### config.mk
export PLATFORM = sky130hd
export DESIGN_NAME = tkd_core
export DESIGN_NICKNAME = d
export VERILOG_FILES = /design/src/rtl/tkd_pkg.sv /design/src/rtl/tkd_core.sv
export SDC_FILE = /design/constraint.sdc
export NUM_CORES = 2
export LEC_CHECK = 0
export BUFFER_PORTS_ARGS = -buffer_cell sky130_fd_sc_hd__buf_2
export CAP_MARGIN = 40
export CORE_MARGIN = 3
export CORE_UTILIZATION = 35
export CTS_BUF_LIST = sky130_fd_sc_hd__clkbuf_16
export CTS_CLUSTER_DIAMETER = 150
export CTS_CLUSTER_SIZE = 30
export DETAILED_ROUTE_END_ITERATION = 8
export PLACE_DENSITY_LB_ADDON = 0.08
export SETUP_SLACK_MARGIN = 0.1
export SYNTH_ARGS = -nofsm -noshare
export SYNTH_HDL_FRONTEND = slang
export SYNTH_SLANG_ARGS = --single-unit
### constraint.sdc
create_clock -name core_clk_in -period 21.2 [get_ports core_clk_in]
set_input_delay 3.18 -clock core_clk_in [delete_from_list [all_inputs] [get_ports core_clk_in]]
set_output_delay 3.18 -clock core_clk_in [all_outputs]
set_load 0.1 [all_outputs]
### src/rtl/tkd_pkg.sv
package tkd_pkg;

  // ==========================================================
  // matrix geometry and sample width
  localparam int          KEYS        = 16;
  localparam int          ROWS        = 4;
  localparam int          COLS        = 4;
  localparam int          SW          = 16;

  // ==========================================================
  // timing
  localparam int          CLK_NS      = 40;
  localparam int          CT_HALF_NS  = 500;
  localparam int          CT_HALF_CYC = (CT_HALF_NS + CLK_NS - 1) / CLK_NS;
  localparam logic [7:0]  CT_HALF     = 8'(CT_HALF_CYC);
  localparam logic [15:0] RAMP_MAX    = 16'hFFFF;

  // ==========================================================
  // hysteresis shifts: drop-out distance = thr - (thr >> shift)
  localparam logic [2:0]  SH_12P5     = 3'h3;
  localparam logic [2:0]  SH_25       = 3'h2;
  localparam logic [2:0]  SH_50       = 3'h1;

  // ==========================================================
  // reset values
  localparam logic [15:0] REF_RST     = 16'h0000;
  localparam logic [3:0]  KEY_FIRST   = 4'h0;

  typedef enum logic [1:0] {
    HYS_12P5,
    HYS_25,
    HYS_50,
    HYS_RSV
  } tkd_hys_e;

  typedef enum logic [1:0] {
    ST_BURST,
    ST_CONV,
    ST_PROC
  } tkd_state_e;

  typedef struct packed {
    logic [7:0] neg_thr;
    logic [7:0] pos_thr;
    logic [7:0] burst_len;
    logic [7:0] drift_up;
    logic [7:0] drift_dn;
    logic [7:0] pos_dly;
    logic [3:0] det_lim;
  } tkd_key_cfg_s;

  typedef struct packed {
    tkd_hys_e hys_neg;
    tkd_hys_e hys_pos;
  } tkd_glb_cfg_s;

endpackage : tkd_pkg

### src/rtl/tkd_core.sv
module tkd_core (
  input  wire logic                     core_clk_in,
  input  wire logic                     rst_n_in,
  input  wire tkd_pkg::tkd_key_cfg_s [15:0] key_cfg_in,
  input  wire tkd_pkg::tkd_glb_cfg_s    glb_cfg_in,
  input  wire logic                     ramp_cmp_in,
  output logic [3:0]                    row_drive_out,
  output logic [1:0]                    col_sel_out,
  output logic                          ramp_en_out,
  output logic [15:0]                   sample_out,
  output logic [15:0]                   ref_out,
  output logic [3:0]                    sample_key_out,
  output logic                          sample_valid_out,
  output logic [15:0]                   touch_out
);

  // ==========================================================
  // declarations
  tkd_pkg::tkd_state_e   st_r;
  logic [3:0]            key_r;
  logic [7:0]            div_r;
  logic                  phase_r;
  logic [7:0]            burst_r;
  logic [15:0]           ramp_r;
  logic [15:0]           samp_r;
  logic [15:0]           ref_r   [tkd_pkg::KEYS];
  logic [3:0]            int_r   [tkd_pkg::KEYS];
  logic [7:0]            pcnt_r  [tkd_pkg::KEYS];
  logic [7:0]            dcnt_r  [tkd_pkg::KEYS];
  logic                  tch_r   [tkd_pkg::KEYS];
  logic                  pact_r  [tkd_pkg::KEYS];
  logic                  cal_r   [tkd_pkg::KEYS];
  tkd_pkg::tkd_key_cfg_s cfg;
  logic                  ct_en;
  logic                  burst_done;
  logic [7:0]            blen;
  logic [15:0]           ref_c;
  logic [16:0]           s17;
  logic [16:0]           r17;
  logic [16:0]           nthr;
  logic [16:0]           pthr;
  logic [16:0]           nhold;
  logic [16:0]           phold;
  logic                  det_w;
  logic                  pos_w;
  logic                  fast_w;
  logic [15:0]           ref_nxt;
  logic [3:0]            int_nxt;
  logic [7:0]            pcnt_nxt;
  logic [7:0]            dcnt_nxt;
  logic                  tch_nxt;
  logic                  proc_w;

  function automatic logic [2:0] hys_sh(input tkd_pkg::tkd_hys_e h);
    unique case (h)
      tkd_pkg::HYS_12P5: hys_sh = tkd_pkg::SH_12P5;
      tkd_pkg::HYS_25:   hys_sh = tkd_pkg::SH_25;
      default:           hys_sh = tkd_pkg::SH_50;
    endcase
  endfunction : hys_sh

  // ==========================================================
  // burst timing
  assign cfg        = key_cfg_in[key_r];
  assign blen       = (cfg.burst_len == 8'h00) ? 8'h01 : cfg.burst_len;
  assign ct_en      = (div_r == tkd_pkg::CT_HALF - 8'h01);
  assign burst_done = ct_en && phase_r && (burst_r + 8'h01 >= blen);
  assign proc_w     = (st_r == tkd_pkg::ST_PROC);

  always_ff @(posedge core_clk_in or negedge rst_n_in) begin
    if (!rst_n_in) begin
      div_r <= 8'h00;
    end else if (st_r != tkd_pkg::ST_BURST || ct_en) begin
      div_r <= 8'h00;
    end else begin
      div_r <= div_r + 8'h01;
    end
  end

  // ==========================================================
  // scan sequencer
  always_ff @(posedge core_clk_in or negedge rst_n_in) begin
    if (!rst_n_in) begin
      st_r          <= tkd_pkg::ST_BURST;
      key_r         <= tkd_pkg::KEY_FIRST;
      phase_r       <= 1'b0;
      burst_r       <= 8'h00;
      ramp_r        <= 16'h0000;
      samp_r        <= 16'h0000;
      row_drive_out <= 4'h0;
      col_sel_out   <= 2'h0;
      ramp_en_out   <= 1'b0;
    end else begin
      unique case (st_r)
        tkd_pkg::ST_BURST: begin
          col_sel_out <= key_r[1:0];
          if (ct_en) begin
            phase_r       <= ~phase_r;
            row_drive_out <= phase_r ? 4'h0 : 4'(4'h1 << key_r[3:2]);
            if (phase_r) begin
              burst_r <= burst_r + 8'h01;
            end
            if (burst_done) begin
              st_r        <= tkd_pkg::ST_CONV;
              burst_r     <= 8'h00;
              ramp_r      <= 16'h0000;
              ramp_en_out <= 1'b1;
            end
          end
        end
        tkd_pkg::ST_CONV: begin
          if (ramp_cmp_in || ramp_r == tkd_pkg::RAMP_MAX) begin
            samp_r      <= ramp_r;
            ramp_en_out <= 1'b0;
            st_r        <= tkd_pkg::ST_PROC;
          end else begin
            ramp_r <= ramp_r + 16'h0001;
          end
        end
        tkd_pkg::ST_PROC: begin
          key_r <= key_r + 4'h1;
          st_r  <= tkd_pkg::ST_BURST;
        end
        default: begin
          st_r <= tkd_pkg::ST_BURST;
        end
      endcase
    end
  end

  // ==========================================================
  // levels from the current reference
  always_comb begin
    ref_c = ref_r[key_r];
    s17   = {1'b0, samp_r};
    r17   = {1'b0, ref_c};
    nthr  = {9'h000, cfg.neg_thr};
    pthr  = {9'h000, cfg.pos_thr};
    nhold = nthr - (nthr >> hys_sh(glb_cfg_in.hys_neg));
    phold = pthr - (pthr >> hys_sh(glb_cfg_in.hys_pos));
    // touch drives the sample below the reference
    det_w = tch_r[key_r] ? (s17 + nhold < r17)
                         : (s17 + nthr <= r17);
    pos_w = pact_r[key_r] ? (s17 > r17 + phold)
                          : (s17 > r17 + pthr);
    fast_w = cal_r[key_r] && pos_w && cfg.pos_dly != 8'h00
             && pcnt_r[key_r] + 8'h01 >= cfg.pos_dly;
  end

  // ==========================================================
  // integrator, recalibration and drift
  always_comb begin
    int_nxt  = int_r[key_r];
    tch_nxt  = tch_r[key_r];
    ref_nxt  = ref_c;
    pcnt_nxt = 8'h00;
    dcnt_nxt = 8'h00;
    if (cfg.det_lim == 4'h0) begin
      int_nxt = 4'h0;
      tch_nxt = 1'b0;
    end else if (!tch_r[key_r]) begin
      if (!det_w) begin
        int_nxt = 4'h0;
      end else if (int_r[key_r] + 4'h1 >= cfg.det_lim) begin
        int_nxt = cfg.det_lim;
        tch_nxt = 1'b1;
      end else begin
        int_nxt = int_r[key_r] + 4'h1;
      end
    end else if (det_w) begin
      int_nxt = cfg.det_lim;
    end else if (int_r[key_r] <= 4'h1) begin
      int_nxt = 4'h0;
      tch_nxt = 1'b0;
    end else begin
      int_nxt = int_r[key_r] - 4'h1;
    end
    if (!cal_r[key_r] || fast_w) begin
      ref_nxt = samp_r;
    end else begin
      if (pos_w && cfg.pos_dly != 8'h00) begin
        pcnt_nxt = pcnt_r[key_r] + 8'h01;
      end
      if (!det_w && !tch_r[key_r]) begin
        if (samp_r > ref_c && cfg.drift_up != 8'h00) begin
          if (dcnt_r[key_r] + 8'h01 >= cfg.drift_up) begin
            ref_nxt = ref_c + 16'h0001;
          end else begin
            dcnt_nxt = dcnt_r[key_r] + 8'h01;
          end
        end else if (samp_r < ref_c && cfg.drift_dn != 8'h00) begin
          if (dcnt_r[key_r] + 8'h01 >= cfg.drift_dn) begin
            ref_nxt = ref_c - 16'h0001;
          end else begin
            dcnt_nxt = dcnt_r[key_r] + 8'h01;
          end
        end
      end
    end
  end

  // ==========================================================
  // per-key state
  for (genvar k = 0; k < tkd_pkg::KEYS; k++) begin : g_key
    always_ff @(posedge core_clk_in or negedge rst_n_in) begin
      if (!rst_n_in) begin
        ref_r[k]  <= tkd_pkg::REF_RST;
        int_r[k]  <= 4'h0;
        pcnt_r[k] <= 8'h00;
        dcnt_r[k] <= 8'h00;
        tch_r[k]  <= 1'b0;
        pact_r[k] <= 1'b0;
        cal_r[k]  <= 1'b0;
      end else if (proc_w && key_r == 4'(k)) begin
        ref_r[k]  <= ref_nxt;
        int_r[k]  <= int_nxt;
        pcnt_r[k] <= pcnt_nxt;
        dcnt_r[k] <= dcnt_nxt;
        tch_r[k]  <= tch_nxt;
        pact_r[k] <= pos_w && !fast_w;
        cal_r[k]  <= 1'b1;
      end
    end
    assign touch_out[k] = tch_r[k];
  end

  // ==========================================================
  // sample report
  always_ff @(posedge core_clk_in or negedge rst_n_in) begin
    if (!rst_n_in) begin
      sample_out       <= 16'h0000;
      ref_out          <= 16'h0000;
      sample_key_out   <= 4'h0;
      sample_valid_out <= 1'b0;
    end else begin
      sample_valid_out <= proc_w;
      if (proc_w) begin
        sample_out     <= samp_r;
        ref_out        <= ref_nxt;
        sample_key_out <= key_r;
      end
    end
  end

  // ==========================================================
  // checks
  logic       seen_r;
  logic [3:0] last_r;

  always_ff @(posedge core_clk_in or negedge rst_n_in) begin
    if (!rst_n_in) begin
      seen_r <= 1'b0;
      last_r <= 4'h0;
    end else if (sample_valid_out) begin
      seen_r <= 1'b1;
      last_r <= sample_key_out;
    end
  end

  a_scan_order: assert property (@(posedge core_clk_in) disable iff (!rst_n_in)
    sample_valid_out && seen_r |-> sample_key_out == last_r + 4'h1)
    else $error("keys not scanned in order");

  a_row_single: assert property (@(posedge core_clk_in) disable iff (!rst_n_in)
    $onehot0(row_drive_out) && !(ramp_en_out && row_drive_out != 4'h0))
    else $error("more than one row driven");

  a_conv_once: assert property (@(posedge core_clk_in) disable iff (!rst_n_in)
    $fell(ramp_en_out) |-> proc_w ##1 sample_valid_out)
    else $error("conversion did not yield one sample");

  a_touch_cause: assert property (@(posedge core_clk_in) disable iff (!rst_n_in)
    proc_w && !tch_r[key_r] && !det_w |=> !touch_out[$past(key_r)])
    else $error("touch without threshold crossing");

  a_int_disable: assert property (@(posedge core_clk_in) disable iff (!rst_n_in)
    proc_w && cfg.det_lim == 4'h0 |=> !touch_out[$past(key_r)])
    else $error("disabled key reports touch");

  a_hyst_hold: assert property (@(posedge core_clk_in) disable iff (!rst_n_in)
    proc_w && tch_r[key_r] && cfg.det_lim != 4'h0 && s17 + nhold < r17
    |=> touch_out[$past(key_r)])
    else $error("touch dropped inside hysteresis");

  a_drift_freeze: assert property (@(posedge core_clk_in) disable iff (!rst_n_in)
    proc_w && cal_r[key_r] && det_w |=> ref_out == $past(ref_c))
    else $error("reference moved during detection");

  a_drift_step: assert property (@(posedge core_clk_in) disable iff (!rst_n_in)
    proc_w && cal_r[key_r] && !fast_w
    |=> ref_out == $past(ref_c) || ref_out == $past(ref_c) + 16'h0001
        || ref_out == $past(ref_c) - 16'h0001)
    else $error("reference stepped more than one count");

  a_fast_recal: assert property (@(posedge core_clk_in) disable iff (!rst_n_in)
    proc_w && fast_w |=> ref_out == sample_out && sample_valid_out)
    else $error("fast recalibration missed");

  a_valid_pulse: assert property (@(posedge core_clk_in) disable iff (!rst_n_in)
    sample_valid_out |=> !sample_valid_out)
    else $error("sample valid longer than one cycle");

  a_row_match: assert property (@(posedge core_clk_in) disable iff (!rst_n_in)
    row_drive_out != 4'h0 |-> row_drive_out == 4'(4'h1 << key_r[3:2]))
    else $error("driven row does not match scanned key");

  a_col_select: assert property (@(posedge core_clk_in) disable iff (!rst_n_in)
    ramp_en_out |-> col_sel_out == key_r[1:0])
    else $error("sense column does not match scanned key");

  a_touch_confirm: assert property (@(posedge core_clk_in) disable iff (!rst_n_in)
    proc_w && !tch_r[key_r] && int_r[key_r] + 4'h1 < cfg.det_lim
    |=> !touch_out[$past(key_r)])
    else $error("touch confirmed before integrator limit");

  a_drift_off: assert property (@(posedge core_clk_in) disable iff (!rst_n_in)
    proc_w && cal_r[key_r] && !fast_w && cfg.drift_up == 8'h00 && cfg.drift_dn == 8'h00
    |=> ref_out == $past(ref_c))
    else $error("reference drifted with drift disabled");

endmodule : tkd_core

==> flow_metrics.tcl <==
set metrics [dict create \
    setup_viol 0 \
    worst_slew_pin_slew_ps 968.9 \
    finalCritPeriodShare 0.4539 \
    cts.htree.levels 1 \
    antenna_left 0 \
    pin_count 899 \
    slew_violations 0 \
    clock.fmax_mhz 103.9 \
    cp-start-kind "primary input" \
    yosysTopAreaCell "dfrtp_1" \
    synth_warnings 0 \
    yosys.area_share.simple 0.09983 \
    drt_wl_total_um 174300 \
    setup_tns_ps 0 \
    synth_seq_cells 723 \
    numCtsBuffers 28 \
    p_leak_nw 23.86 \
    min_period_ps 9623 \
    cts_root_buf "clkbuf_16" \
    die_area_um2 133100 \
    p_total_mw 4.703 \
    placed_area_um2 51490 \
    post_cts_buffers 0 \
    area_growth_pct 16.03 \
    min-delay-start "cal_r[7]$_DFFE_PN0P_" \
    switching_power_mw 1.997 \
    crit_type "primary input to register" \
    drtIter0Drc 2785 \
    busiest_layer "met2" \
    final_cell_area_um2 52280 \
    gr-total-overflow 0 \
    grt_pass1_wl_um 249300 \
    synth_area_um2 45060 \
    crit-reg2reg-capture "pcnt_r[26]$_DFFE_PN0P_" \
    synthXorXnorAreaFrac 0.02138 \
    cts_hold_buf 0 \
    dr_total_vias 35660 \
    hold_class "register to register" \
    initial_utilization 0.3529 \
    grt_setup_unrepaired "no" \
    drive_gt1_frac 0.3195 \
    synth_top_family_by_area "multiplexers" \
    place_hpwl_um 128600 \
    met2_usage 0.4020 \
    fp-row-count 131 \
    status "finished, final reports clean" \
    final_hold_viol_count 0 \
    r2r_setup_slack_ps 11840 \
    core_area_um2 127700 \
    clk_pin_slew_ps 120 \
    die_w_um 364.8 \
    cts_tree "built" \
    seqPwrFrac 0.313 \
    muxShareOfSynthArea 0.2414 \
    nNetsFinal 5830 \
    postCtsResizedCells 0 \
    syn_inst 4038 \
    worst_slack_ps 11580 \
    ys.flop_type "dfrtp_1" \
    powerDensity_nw_per_um2 89.95 \
    p_int_mw 2.706 \
    drcViolationCount 0 \
    cts_sinks 723 \
    ys_types 84 \
    r2r-start "key_r[1]$_DFFE_PN0P_" \
    antenna_found_initial 34 \
    track_usage 0.2537 \
    worstSkewPairLatency_ps 700 \
    vdd_drop_max_uv 63.80 \
    wire_per_inst_um 27.04 \
    rr_worst_depth 28 \
    slew_headroom 0.3541 \
    syn_avg_cell_area_um2 11.16 \
    cp-end-kind "register" \
    placedCellCount 6404 \
    p_comb_frac 0.538 \
    place_ws_ps 10940 \
    grtUsageMet3 0.04497 \
    max-clock-path-buffers 3 \
    grt_pass1_vias 35240 \
    drv_cap 0 \
    p_clk_frac 0.150 \
    path_max_fanout 22 \
    dieHeight_um 364.8 \
    grtUsageMet1 0.3741 \
    layout.cells.non_filler 6446 \
    ys_top_cells_by_area "dfrtp_1 (40%), mux4_2 (17%), o21ai_0 (6.5%)" \
    synth_top_area_share 0.4016 \
    syn-num-nets 5096 \
    clock_skew_ps 66.29 \
    holdPathStages 1 \
    hold-path-endpoint "cal_r[7]$_DFFE_PN0P_" \
    gp_congestion 0.9327 \
    crit_required_ps 21760 \
    synth_adder_area_share 0.06348 \
    cp.arrival_ps 10180 \
    async_reset_ff_frac 1.000 \
    portBuffers 898 \
    dr.pass1.iters 5 \
    synth_enable_flop_cells 0 \
    sw_frac_of_total 0.4247 \
    synth_compound_area_frac 0.1234 \
    routed_via_density 5.533 \
    yosysSeqAreaShare 0.4016 \
    grt_max_degree 160 \
]
## routing by layer
metal,vias up,share of wire
li1,16260,-
met4,18,0.011
met2,1100,0.46
met5,-,0.00060
met3,113,0.067
met1,18170,0.47
## synthesized netlist by cell type (13+ instances only)
cell,number
nor2_1,113
and3_1,19
mux4_2,341
clkbuf_1,176
and2_1,14
inv_1,140
o21ai_0,589
mux4_1,73
buf_1,19
buf_2,39
xnor2_1,80
nand2b_1,39
xor2_1,30
buf_4,17
ha_1,203
a21o_1,30
nand4_1,28
a22oi_1,45
mux2i_1,37
nand2_1,696
o31ai_1,42
buf_6,26
nor3_1,16
nand3_1,67
nor4_1,13
a21oi_1,119
fa_1,16
dfrtp_1,723
mux2_2,77
## placed cells by master (no fill, tap or decap), types with 45 or more instances in the layout
cell     count
nand3_1     51
ha_1       203
mux2_2      77
dfrtp_1    719
nand2_1    696
o21ai_0    587
mux4_2     341
a22oi_1     45
a21oi_1    119
buf_4       70
xnor2_1     79
buf_2      900
inv_1      142
mux4_1      73
nor2_1     111
## worst max-delay path by stage
stage                    start  slack, ps                 endpoint  cells past startpoint
2_1_floorplan  key_cfg_in[820]      11850  pcnt_r[103]$_DFFE_PN0P_                     27
3_3_place_gp   key_cfg_in[820]      10310   pcnt_r[71]$_DFFE_PN0P_                     26
3_5_place_dp   key_cfg_in[819]      10940   pcnt_r[28]$_DFFE_PN0P_                     27
4_1_cts        key_cfg_in[819]      11650   pcnt_r[28]$_DFFE_PN0P_                     27
5_1_grt        key_cfg_in[820]      11040  pcnt_r[117]$_DFFE_PN0P_                     27
6_report       key_cfg_in[820]      11580   pcnt_r[26]$_DFFE_PN0P_                     27
## registers in the layout (all words and copies together), names as in the netlist, 2 cells and up
register,count
sample_out,16
ref_r,256
key_r,4
col_sel_out,2
row_drive_out,4
samp_r,16
int_r,64
burst_r,8
ref_out,16
pact_r,16
touch_out,16
ramp_r,16
dcnt_r,128
st_r,2
div_r,8
pcnt_r,128
sample_key_out,4
cal_r,16
## logic make-up after synthesis
kind of cell,count (synthesis)
mux,531
xor+xnor,110
flops,723
compound gates,961
buf+inv,443
fa+ha+maj,219
simple gates,1051
## worst max-delay path: stages
cell      delay [ps]
buf_2            110
mux4_2           560
mux4_2           600
mux2i_1          160
o21ai_0          130
fa_1             550
inv_1             60
ha_1             260
a21o_1           150
a21oi_1          210
o21ba_2          180
o21ai_0          120
a31oi_1          330
o211ai_1         140
a21oi_1          220
xnor2_1          100
ha_1             290
nand4_1          110
nor4_1           370
a22o_1           190
nor4_1            40
or4_1            480
and2_1           180
or3b_1           510
buf_16           220
nand2b_1         430
o21ai_0          260
## layout make-up
type / instances / area (µm²)
Fill cell: 12540 / 75400
Antenna cell: 8 / 20.02
Timing Repair Buffer: 1005 / 5784
Multi-Input combinational cell: 2872 / 24990
Sequential cell: 723 / 18110
Clock buffer: 28 / 700.7
Tap cell: 1662 / 2079
Inverter: 142 / 533.0
Clock inverter: 6 / 70.07
## power by group through the flow
stage	Combinational (mW)	Clock, mW	Sequential, mW
after CTS	2.54	0.736	1.47
after global routing	2.78	0.774	1.48
final	2.53	0.704	1.47
after global placement	2.47	0	1.50
after floorplan	1.70	0	1.52
after detailed placement	2.53	0	1.50
## stage by stage
step                      hold WS (ps)  utilization
after floorplan                  425.0            -
after global placement           446.5       0.3974
after detailed placement         449.0       0.4033
after CTS                        476.9       0.4093
after global routing             488.1       0.4093
final                            474.8       0.4095
(Power assumes the default switching activity.)
